$ cat src/rank_pkg.sv
// Package of constants and types for the setting rank and condition block.
package rank_pkg;

  // Widths of the programmable settings, the condition word and the slot number, and the slot count.
  localparam int VAL_W   = 16;
  localparam int PROT_W  = 2;
  localparam int MASK_W  = 9;
  localparam int COND_W  = 9;
  localparam int SLOT_W  = 4;
  localparam int SLOTS   = 16;

  // Condition bit positions, weights 1 to 256.
  localparam int BIT_CV   = 0;
  localparam int BIT_CC   = 1;
  localparam int BIT_OR   = 2;
  localparam int BIT_OVP  = 3;
  localparam int BIT_THM  = 4;
  localparam int BIT_LINE = 5;
  localparam int BIT_MCT  = 6;
  localparam int BIT_ERR  = 7;
  localparam int BIT_INH  = 8;

  // Values after reset.
  localparam logic [VAL_W-1:0]  VAL_RST   = 16'h0000;
  localparam logic [VAL_W-1:0]  LIMIT_RST = 16'hFFFF;
  localparam logic [PROT_W-1:0] PROT_RST  = 2'h0;
  localparam logic [MASK_W-1:0] MASK_RST  = 9'h000;
  localparam logic [COND_W-1:0] COND_RST  = 9'h000;

  // Decoded command codes presented by the bus front end.
  typedef enum logic [3:0] {
    CMD_VSET   = 4'h1,
    CMD_ISET   = 4'h2,
    CMD_PROT   = 4'h3,
    CMD_MASK   = 4'h4,
    CMD_VLIM   = 4'h5,
    CMD_ILIM   = 4'h6,
    CMD_HOLD   = 4'h7,
    CMD_ADV    = 4'h8,
    CMD_SAVE   = 4'h9,
    CMD_REST   = 4'hA,
    CMD_LIVEQ  = 4'hB,
    CMD_STICKQ = 4'hC,
    CMD_HOLDQ  = 4'hD
  } cmd_t;

  // Digit conversion shift count: one cycle per binary bit; the load and done cycles come on top.
  localparam int CONV_CYC = COND_W;

endpackage : rank_pkg

$ cat src/bin_to_dec.sv
// Converts a nine-bit condition value into three BCD digits.
`timescale 1ns/1ps
module bin_to_dec (
  input  wire logic        sys_clk,
  input  wire logic        rst,
  input  wire logic        start,
  input  wire logic [8:0]  value,
  output logic             done,
  output logic [11:0]      digits
);

  // Shift register and adjust stage of the double-dabble method.
  logic [8:0]  shift;
  logic [11:0] bcd;
  logic [3:0]  count;
  logic        busy;
  logic [11:0] adj;

  // Add three to each digit of five or more before shifting.
  genvar g;
  generate
    for (g = 0; g < 3; g++) begin : g_adj
      assign adj[g*4 +: 4] = (bcd[g*4 +: 4] > 4'h4) ?
                             4'(bcd[g*4 +: 4] + 4'h3) : bcd[g*4 +: 4];
    end
  endgenerate

  // One bit per cycle; done pulses with the finished digits.
  always_ff @(posedge sys_clk) begin
    if (rst) begin
      shift  <= 9'h000;
      bcd    <= 12'h000;
      count  <= 4'h0;
      busy   <= 1'b0;
      done   <= 1'b0;
      digits <= 12'h000;
    end else begin
      done <= 1'b0;
      if (start && !busy) begin
        shift <= value;
        bcd   <= 12'h000;
        count <= 4'(rank_pkg::CONV_CYC);
        busy  <= 1'b1;
      end else if (busy) begin
        if (count == 4'h0) begin
          busy   <= 1'b0;
          done   <= 1'b1;
          digits <= bcd;
        end else begin
          bcd   <= {adj[10:0], shift[8]};
          shift <= {shift[7:0], 1'b0};
          count <= 4'(count - 4'h1);
        end
      end
    end
  end

endmodule : bin_to_dec

$ cat src/setting_rank_trigger_status.sv
// Two-rank settings store with trigger, snapshots and condition registers.
`timescale 1ns/1ps
////////////////////////////////////////////////////////////////////////////////
module setting_rank_trigger_status (
  input  wire logic                          sys_clk,
  input  wire logic                          rst,
  input  wire logic                          cmd_valid,
  input  wire logic [3:0]                    cmd_code,
  input  wire logic [rank_pkg::VAL_W-1:0]    cmd_arg,
  output logic                               cmd_ready,
  input  wire logic                          get_pulse,
  output logic                               get_done,
  input  wire logic                          const_voltage_mode,
  input  wire logic                          const_current_mode,
  input  wire logic                          overrange,
  input  wire logic                          voltage_protect_trip,
  input  wire logic                          thermal_trip,
  input  wire logic                          line_dropout,
  input  wire logic                          mode_change_trip,
  input  wire logic                          external_shutdown_input,
  input  wire logic                          error_clear,
  output logic [rank_pkg::VAL_W-1:0]         oper_volt,
  output logic [rank_pkg::VAL_W-1:0]         oper_curr,
  output logic [rank_pkg::PROT_W-1:0]        oper_prot,
  output logic [rank_pkg::MASK_W-1:0]        oper_mask,
  output logic                               hold_on,
  output logic                               error_lamp,
  output logic                               poll_err,
  output logic                               reply_valid,
  output logic [11:0]                        reply_digits,
  output logic [rank_pkg::COND_W-1:0]        live_condition_register,
  output logic [rank_pkg::COND_W-1:0]        accumulated_condition_register
);

  //////////////////////////////////////////////////////////////////////////////
  // Local types and storage.

  // Control sequencer states, one-hot.
  typedef enum logic [3:0] {
    ST_IDLE = 4'b0001,
    ST_READ = 4'b0010,
    ST_LOAD = 4'b0100,
    ST_CONV = 4'b1000
  } state_t;

  localparam int SNAP_W = 2 * rank_pkg::VAL_W + rank_pkg::PROT_W
                          + rank_pkg::MASK_W + 2;

  state_t state;                                  // Sequencer state.
  state_t next_state;                             // Next sequencer state.

  logic [rank_pkg::VAL_W-1:0]  pend_volt;         // Pending voltage.
  logic [rank_pkg::VAL_W-1:0]  pend_curr;         // Pending current.
  logic [rank_pkg::PROT_W-1:0] pend_prot;         // Pending protect mode.
  logic [rank_pkg::MASK_W-1:0] pend_mask;         // Pending mask.
  logic [rank_pkg::VAL_W-1:0]  volt_limit;        // Voltage soft limit.
  logic [rank_pkg::VAL_W-1:0]  curr_limit;        // Current soft limit.
  logic                        prog_error;        // Programming error flag.
  logic                        get_pending;       // Trigger waiting.
  logic [rank_pkg::SLOT_W-1:0] rest_slot;         // Slot of a restore.

  // Synchronised condition inputs; first stage read only by second.
  logic [7:0] cond_meta;
  logic [7:0] cond_sync;

  // Snapshot and digit converter links.
  logic [SNAP_W-1:0] snap_rd;
  logic [SNAP_W-1:0] snap_wr;
  logic              conv_start;
  logic              conv_done;
  logic [11:0]       conv_digits;
  logic [rank_pkg::COND_W-1:0] conv_value;

  //////////////////////////////////////////////////////////////////////////////
  // Command decode.

  // Accepted command strobes.
  wire take       = cmd_valid && cmd_ready;
  wire is_vset    = take && cmd_code == rank_pkg::CMD_VSET;
  wire is_iset    = take && cmd_code == rank_pkg::CMD_ISET;
  wire is_prot    = take && cmd_code == rank_pkg::CMD_PROT;
  wire is_mask    = take && cmd_code == rank_pkg::CMD_MASK;
  wire is_vlim    = take && cmd_code == rank_pkg::CMD_VLIM;
  wire is_ilim    = take && cmd_code == rank_pkg::CMD_ILIM;
  wire is_hold    = take && cmd_code == rank_pkg::CMD_HOLD;
  wire is_adv     = take && cmd_code == rank_pkg::CMD_ADV;
  wire is_save    = take && cmd_code == rank_pkg::CMD_SAVE;
  wire is_rest    = take && cmd_code == rank_pkg::CMD_REST;
  wire is_liveq   = take && cmd_code == rank_pkg::CMD_LIVEQ;
  wire is_stickq  = take && cmd_code == rank_pkg::CMD_STICKQ;
  wire is_holdq   = take && cmd_code == rank_pkg::CMD_HOLDQ;

  // Limit checks on new values and on new limits.
  wire v_over     = cmd_arg > volt_limit;
  wire i_over     = cmd_arg > curr_limit;
  wire vlim_bad   = cmd_arg < pend_volt || cmd_arg < oper_volt;
  wire ilim_bad   = cmd_arg < pend_curr || cmd_arg < oper_curr;
  wire bad_value  = (is_vset && v_over) || (is_iset && i_over);
  wire bad_limit  = (is_vlim && vlim_bad) || (is_ilim && ilim_bad);
  wire good_vset  = is_vset && !v_over;
  wire good_iset  = is_iset && !i_over;

  // Copy pending to operating on advance or bus trigger.
  wire fire_get   = state == ST_IDLE && get_pending && !cmd_valid;
  wire advance    = is_adv || fire_get;
  wire restored   = state == ST_LOAD;
  wire direct     = !hold_on;

  // The bus may drop the argument after the take, so a restore reads
  // the slot number that was captured when it was taken.
  wire [rank_pkg::SLOT_W-1:0] store_slot = (state == ST_IDLE) ?
    cmd_arg[rank_pkg::SLOT_W-1:0] : rest_slot;

  // Snapshot layout; output on/off lives outside this block.
  assign snap_wr = {pend_volt, pend_curr, pend_prot, pend_mask,
                    hold_on, 1'b0};

  // Live conditions in documented bit order.
  wire [rank_pkg::COND_W-1:0] next_live = {cond_sync[7], prog_error,
                                           cond_sync[6:0]};

  //////////////////////////////////////////////////////////////////////////////
  // Sequencer: reads a snapshot slot or runs a digit conversion.

  // Next-state logic.
  always_comb begin
    next_state = state;
    case (state)
      ST_IDLE: begin
        if (is_rest) begin
          next_state = ST_READ;
        end else if (is_liveq || is_stickq || is_holdq) begin
          next_state = ST_CONV;
        end
      end
      ST_READ: next_state = ST_LOAD;
      ST_LOAD: next_state = ST_IDLE;
      ST_CONV: begin
        if (conv_done) begin
          next_state = ST_IDLE;
        end
      end
      default: next_state = ST_IDLE;
    endcase
  end

  // Converter launch and value selection.
  assign conv_start = is_liveq || is_stickq || is_holdq;
  assign conv_value = is_holdq ? {8'h00, hold_on} :
                      is_stickq ? accumulated_condition_register :
                      live_condition_register;

  //////////////////////////////////////////////////////////////////////////////
  // State register and handshakes.

  // Ready only while the next state is idle and no query or restore is being taken.
  always_ff @(posedge sys_clk) begin
    if (rst) begin
      state       <= ST_IDLE;
      cmd_ready   <= 1'b0;
      get_pending <= 1'b0;
      get_done    <= 1'b0;
      rest_slot   <= '0;
    end else begin
      state     <= next_state;
      if (is_rest) rest_slot <= cmd_arg[rank_pkg::SLOT_W-1:0];
      cmd_ready <= next_state == ST_IDLE && !conv_start && !is_rest;
      get_done  <= fire_get;
      if (get_pulse) begin
        get_pending <= 1'b1;
      end else if (fire_get) begin
        get_pending <= 1'b0;
      end
    end
  end

  //////////////////////////////////////////////////////////////////////////////
  // Pending rank and soft limits.

  // Values go to pending after passing their limit check.
  always_ff @(posedge sys_clk) begin
    if (rst) begin
      pend_volt  <= rank_pkg::VAL_RST;
      pend_curr  <= rank_pkg::VAL_RST;
      pend_prot  <= rank_pkg::PROT_RST;
      pend_mask  <= rank_pkg::MASK_RST;
      volt_limit <= rank_pkg::LIMIT_RST;
      curr_limit <= rank_pkg::LIMIT_RST;
      hold_on    <= 1'b0;
    end else if (restored) begin
      // Saved settings return; on/off untouched.
      {pend_volt, pend_curr, pend_prot, pend_mask, hold_on} <=
        snap_rd[SNAP_W-1:1];
    end else begin
      if (good_vset) pend_volt <= cmd_arg;
      if (good_iset) pend_curr <= cmd_arg;
      if (is_prot) pend_prot <= cmd_arg[rank_pkg::PROT_W-1:0];
      if (is_mask) pend_mask <= cmd_arg[rank_pkg::MASK_W-1:0];
      if (is_vlim && !vlim_bad) volt_limit <= cmd_arg;
      if (is_ilim && !ilim_bad) curr_limit <= cmd_arg;
      if (is_hold) hold_on <= cmd_arg[0];
    end
  end

  //////////////////////////////////////////////////////////////////////////////
  // Operating rank; only these drive the output stage.

  // Direct load with hold off, copy on advance, full load on restore.
  always_ff @(posedge sys_clk) begin
    if (rst) begin
      oper_volt <= rank_pkg::VAL_RST;
      oper_curr <= rank_pkg::VAL_RST;
      oper_prot <= rank_pkg::PROT_RST;
      oper_mask <= rank_pkg::MASK_RST;
    end else if (restored) begin
      {oper_volt, oper_curr, oper_prot, oper_mask} <=
        snap_rd[SNAP_W-1:2];
    end else if (advance) begin
      oper_volt <= pend_volt;
      oper_curr <= pend_curr;
      oper_prot <= pend_prot;
      oper_mask <= pend_mask;
    end else if (direct) begin
      if (good_vset) oper_volt <= cmd_arg;
      if (good_iset) oper_curr <= cmd_arg;
      if (is_prot) oper_prot <= cmd_arg[rank_pkg::PROT_W-1:0];
      if (is_mask) oper_mask <= cmd_arg[rank_pkg::MASK_W-1:0];
    end
  end

  //////////////////////////////////////////////////////////////////////////////
  // Error flag and condition registers.

  // Error sets on a rejected value or limit; set wins over clear.
  always_ff @(posedge sys_clk) begin
    if (rst) begin
      prog_error <= 1'b0;
      error_lamp <= 1'b0;
      poll_err   <= 1'b0;
    end else begin
      if (bad_value || bad_limit) begin
        prog_error <= 1'b1;
        error_lamp <= 1'b1;
        poll_err   <= 1'b1;
      end else if (error_clear) begin
        prog_error <= 1'b0;
        error_lamp <= 1'b0;
        poll_err   <= 1'b0;
      end
    end
  end

  // Two-stage sync of the outside condition lines.
  always_ff @(posedge sys_clk) begin
    if (rst) begin
      cond_meta <= 8'h00;
      cond_sync <= 8'h00;
    end else begin
      cond_meta <= {external_shutdown_input, mode_change_trip, line_dropout,
                    thermal_trip, voltage_protect_trip, overrange,
                    const_current_mode, const_voltage_mode};
      cond_sync <= cond_meta;
    end
  end

  // Live follows conditions; sticky ORs them and reloads on read.
  always_ff @(posedge sys_clk) begin
    if (rst) begin
      live_condition_register        <= rank_pkg::COND_RST;
      accumulated_condition_register <= rank_pkg::COND_RST;
    end else begin
      live_condition_register <= next_live;
      if (is_stickq) begin
        accumulated_condition_register <= next_live;
      end else begin
        accumulated_condition_register <=
          accumulated_condition_register | next_live;
      end
    end
  end

  // Reply digits held until the next answer.
  always_ff @(posedge sys_clk) begin
    if (rst) begin
      reply_valid  <= 1'b0;
      reply_digits <= 12'h000;
    end else begin
      reply_valid <= conv_done;
      if (conv_done) reply_digits <= conv_digits;
    end
  end

  //////////////////////////////////////////////////////////////////////////////
  // Submodules.

  // Slot number is four bits, so 0 to 15 only.
  snapshot_store #(
    .WIDTH (SNAP_W),
    .DEPTH (rank_pkg::SLOTS)
  ) u_store (
    .sys_clk (sys_clk),
    .wr_en   (is_save),
    .slot    (store_slot),
    .wr_data (snap_wr),
    .rd_data (snap_rd)
  );

  // Decimal conversion of query values.
  bin_to_dec u_conv (
    .sys_clk (sys_clk),
    .rst     (rst),
    .start   (conv_start),
    .value   (conv_value),
    .done    (conv_done),
    .digits  (conv_digits)
  );

endmodule : setting_rank_trigger_status

$ cat src/snapshot_store.sv
// Sixteen-slot snapshot memory for the programmable state.
`timescale 1ns/1ps
module snapshot_store #(
  parameter int WIDTH = 45,
  parameter int DEPTH = rank_pkg::SLOTS
) (
  input  wire logic                     sys_clk,
  input  wire logic                     wr_en,
  input  wire logic [rank_pkg::SLOT_W-1:0] slot,
  input  wire logic [WIDTH-1:0]         wr_data,
  output logic      [WIDTH-1:0]         rd_data
);

  // Slot array; contents survive reset as stored presets do.
  logic [WIDTH-1:0] slots [DEPTH];

  // Write on save and register the read of the addressed slot.
  always_ff @(posedge sys_clk) begin
    if (wr_en) begin
      slots[slot] <= wr_data;
    end
    rd_data <= slots[slot];
  end

endmodule : snapshot_store
$ cat config.mk
export PLATFORM = sky130hd
export DESIGN_NAME = setting_rank_trigger_status
export DESIGN_NICKNAME = d
export VERILOG_FILES = /design/src/rank_pkg.sv /design/src/bin_to_dec.sv /design/src/setting_rank_trigger_status.sv /design/src/snapshot_store.sv
export SDC_FILE = /design/constraint.sdc
export NUM_CORES = 1
export LEC_CHECK = 0
export BUFFER_PORTS_ARGS = -buffer_cell sky130_fd_sc_hd__buf_2
export CAP_MARGIN = 20
export CELL_PAD_IN_SITES_DETAIL_PLACEMENT = 0
export CELL_PAD_IN_SITES_GLOBAL_PLACEMENT = 2
export CORE_MARGIN = 1
export CORE_UTILIZATION = 44
export CTS_BUF_LIST = sky130_fd_sc_hd__clkbuf_16
export DETAILED_ROUTE_END_ITERATION = 16
export PLACE_DENSITY_LB_ADDON = 0.2
export SLEW_MARGIN = 20
export SYNTH_ARGS = -nofsm -noshare
export SYNTH_HDL_FRONTEND = slang
export SYNTH_SLANG_ARGS = --single-unit
$ cat constraint.sdc
create_clock -name sys_clk -period 6.25 [get_ports sys_clk]
set_clock_uncertainty 0.05 [all_clocks]
set_input_delay 0.625 -clock sys_clk [delete_from_list [all_inputs] [get_ports sys_clk]]
set_output_delay 0.625 -clock sys_clk [all_outputs]
set_load 0.03 [all_outputs]
==> impl_metrics.yaml <==
synthesis:
  synth-main-ff-cell: "edfxtp_1"
  avgSynthCellArea_um2: 12.8
  synth_edf_count: 704
  syn_inst: 3091
  async_flop_share_pct: 0
  seq_area_frac_synth_pct: 66.4
  synthDistinctLibCells: 57
  syn-cell-area_mm2: 0.0397
  ys_ff_latch: 965
  synth-warning-count: 0
  syn-num-nets: 3223
drt:
  drtIter0Drc: 1935
  ant_nets: 0
  num_vias: 25100
  avgViaCountPerCell: 5.68
  drcViolationCount: 0
  wl_per_cell_um: 24.4
  dr.pass1.iters: 5
  routed_wl_mm: 108
critical_path:
  cp-end-kind: "flop"
  reg2reg_slack_ps: 2270
  cp_slowest_cell: "dfxtp_1"
  crit_type: "flop to flop"
  path_cells: "inv_1 > ha_1 > a41oi_1 > o21ai_0 > a221oi_1 > o21ai_0 > nand3_1 > buf_4 > nor2_1 > a211o_1"
  arrival_ps: 4470
  r2r-end: "curr_limit[15]"
  max_stage_delay_ps: 820
  critPathMaxFanout: 19
  reg2reg_depth: 10
  cp.buffers_inverters: 2
  crit_top_cell: "o21ai_0"
  start_kind: "flop"
  critPathRequiredTime_ps: 6740
  crit_family: "compound AO/OA/AOI/OAI gates"
  r2r_start: "pend_curr[4]"
clocking:
  clock-sinks: 965
  ctsResizeCount: 0
  cts_buffers: 100
  hold_buffers: 0
  worstSkewPairLatency_ps: 660
  cts_tree: "built"
  cts-root-buf: "clkbuf_16"
  post_cts_buffers: 0
  h-tree-depth: 3
  cts.reportedPaths.clkPinSlew_ps: 60
  cts_buffer_depth: 3
grt:
  track_usage_pct: 23.6
  first_global_vias: 25000
  gr-total-overflow: 0
  grt_pass1_wl_mm: 160
  grt_start_max_net_pins: 119
  antenna_found_initial: 0
pwr:
  leakage_nw: 16.0
  p_total_w: 0.0135
  irDropWorstVdd_mv: 0.251
  p_per_area_mw_per_mm2: 303
timing:
  period_share_pct: 63.7
  report.final.slew_viol_count: 0
  maxSlewHeadroom_pct: 30.1
  min_period_ps: 3980
  setup_viol: 0
  tightest_slew_ps: 1050
  max_freq_mhz: 251
  setup_tns_ps: 0
  timing.final.hold_violations: 0
  rsz0062_at_grt: "false"
  layout_setup_ws_ps: 2270
finish:
  final_common_cell: "edfxtp_1"
  mostFrequentLayoutCells: "edfxtp_1, nand2_1, dfxtp_1, nor2_1, inv_1"
  drive_gt1_share_pct: 12.9
  nets: 3296
  syn_to_final_growth_pct: 12.2
die:
  die-height_um: 302
  num_rows: 109
  initial_core_util_pct: 44.7
  die_area_mm2: 0.0915
  io_pins: 112
  core_area_mm2: 0.0889
  fp.dieW_um: 302
place:
  portBuffers: 111
  gp_congestion: 0.852
  dp_slack_ps: 2200
  hpwl_mm: 66.3
worst_hold_path:
  min_path_cells: 2
  min_to: "cond_meta[0]"
  hp-start: "const_voltage_mode"
  min_path_type: "input port to flop"
outcome:
  status: "complete, no violations"
flow_run:
  cap_viol_max_count: 0
[state kept, by name, indices dropped and copies added (netlist names), 12 cells and up]
register         cells
curr_limit          16
oper_curr           16
oper_volt           16
pend_curr           16
pend_volt           16
reply_digits        12
u_conv.bcd          12
u_conv.digits       12
u_store.rd_data     44
u_store.slots      704
volt_limit          16
[per-stage QoR]
step | cells | area [um^2] | hold slack, ps | utilization [%]
after floorplan | 3091 | 39700 | 364 | -
after global placement | 4225 | 41400 | 371 | 46.6
after detailed placement | 4225 | 41400 | 370 | 46.6
after CTS | 4412 | 44500 | 92.7 | 50.1
after global routing | 4414 | 44600 | 110 | 50.1
final | 4416 | 44600 | 132 | 50.1
[synthesized netlist by cell type (15+ instances only)]
cell / count / area share (%)
edfxtp_1: 704 / 53
nand2_1: 564 / 5.3
dfxtp_1: 261 / 13
nor2_1: 197 / 1.9
inv_1: 136 / 1.3
nand3_1: 125 / 1.6
a311oi_1: 105 / 2.3
clkbuf_1: 104 / 0.98
a21oi_1: 103 / 1.3
ha_1: 99 / 3.1
mux4_2: 88 / 5.0
o21ai_0: 69 / 0.87
mux2i_1: 64 / 1.6
buf_2: 54 / 0.68
a31oi_1: 49 / 0.77
a211o_1: 47 / 1.0
and3_1: 47 / 0.74
nand2b_1: 40 / 0.63
nor2b_1: 33 / 0.52
a211oi_1: 22 / 0.42
nor3_1: 18 / 0.23
o21a_1: 17 / 0.32
o311ai_0: 15 / 0.33
[report_power, final]
part	switching (W)	internal [W]
Sequential	0.0000701	0.00687
Clock	0.00247	0.00314
Combinational	0.000622	0.000314
Total	0.00317	0.0103
[final cells by class]
class / count / area, um^2
fill: 7685 / 44400
sequential: 965 / 26400
multi-input combinational: 1798 / 12100
clock buffer: 101 / 2530
tap: 1165 / 1460
timing repair buffer: 163 / 1050
clock inverter: 86 / 541
inverter: 136 / 510
antenna: 2 / 5.00
[logic make-up (layout without fill, tap and decap cells)]
family,count (synthesis),after routing,share of synthesized area (%)
fa+ha+maj,99,99,3.12
compound gates,471,471,8.29
buf+inv,328,486,3.67
simple gates,1062,1062,11.6
flops,965,965,66.4
xor+xnor,9,9,0.199
other cells,0,2,0
mux,157,157,6.76
[metal layers]
| metal | vias up | wire [um] | track usage (%) |
|---|---|---|---|
| li1 | 11500 | - | - |
| met4 | 0 | 3090 | 7.55 |
| met5 | - | 0 | 0 |
| met3 | 162 | 4630 | 3.12 |
| met1 | 12800 | 46300 | 31.4 |
| met2 | 617 | 53600 | 40.0 |
[worst max-delay path by stage]
stage	startpoint	endpoint	cells past startpoint
2_1_floorplan	state[2]	u_store.slots[12][0]	10
3_3_place_gp	cmd_arg[0]	u_store.rd_data[36]	6
3_5_place_dp	state[0]	u_store.slots[4][39]	7
4_1_cts	state[0]	u_store.slots[4][39]	7
5_1_grt	state[0]	u_store.slots[6][37]	7
6_report	pend_curr[4]	curr_limit[15]	10
[worst register-to-register path: stages, from the launching register on]
cell	delay [ps]
dfxtp_1	820
inv_1	190
ha_1	340
a41oi_1	190
o21ai_0	110
a221oi_1	420
o21ai_0	350
nand3_1	700
buf_4	360
nor2_1	70
a211o_1	260
No activity file was read; power rests on OpenSTA's default activity.
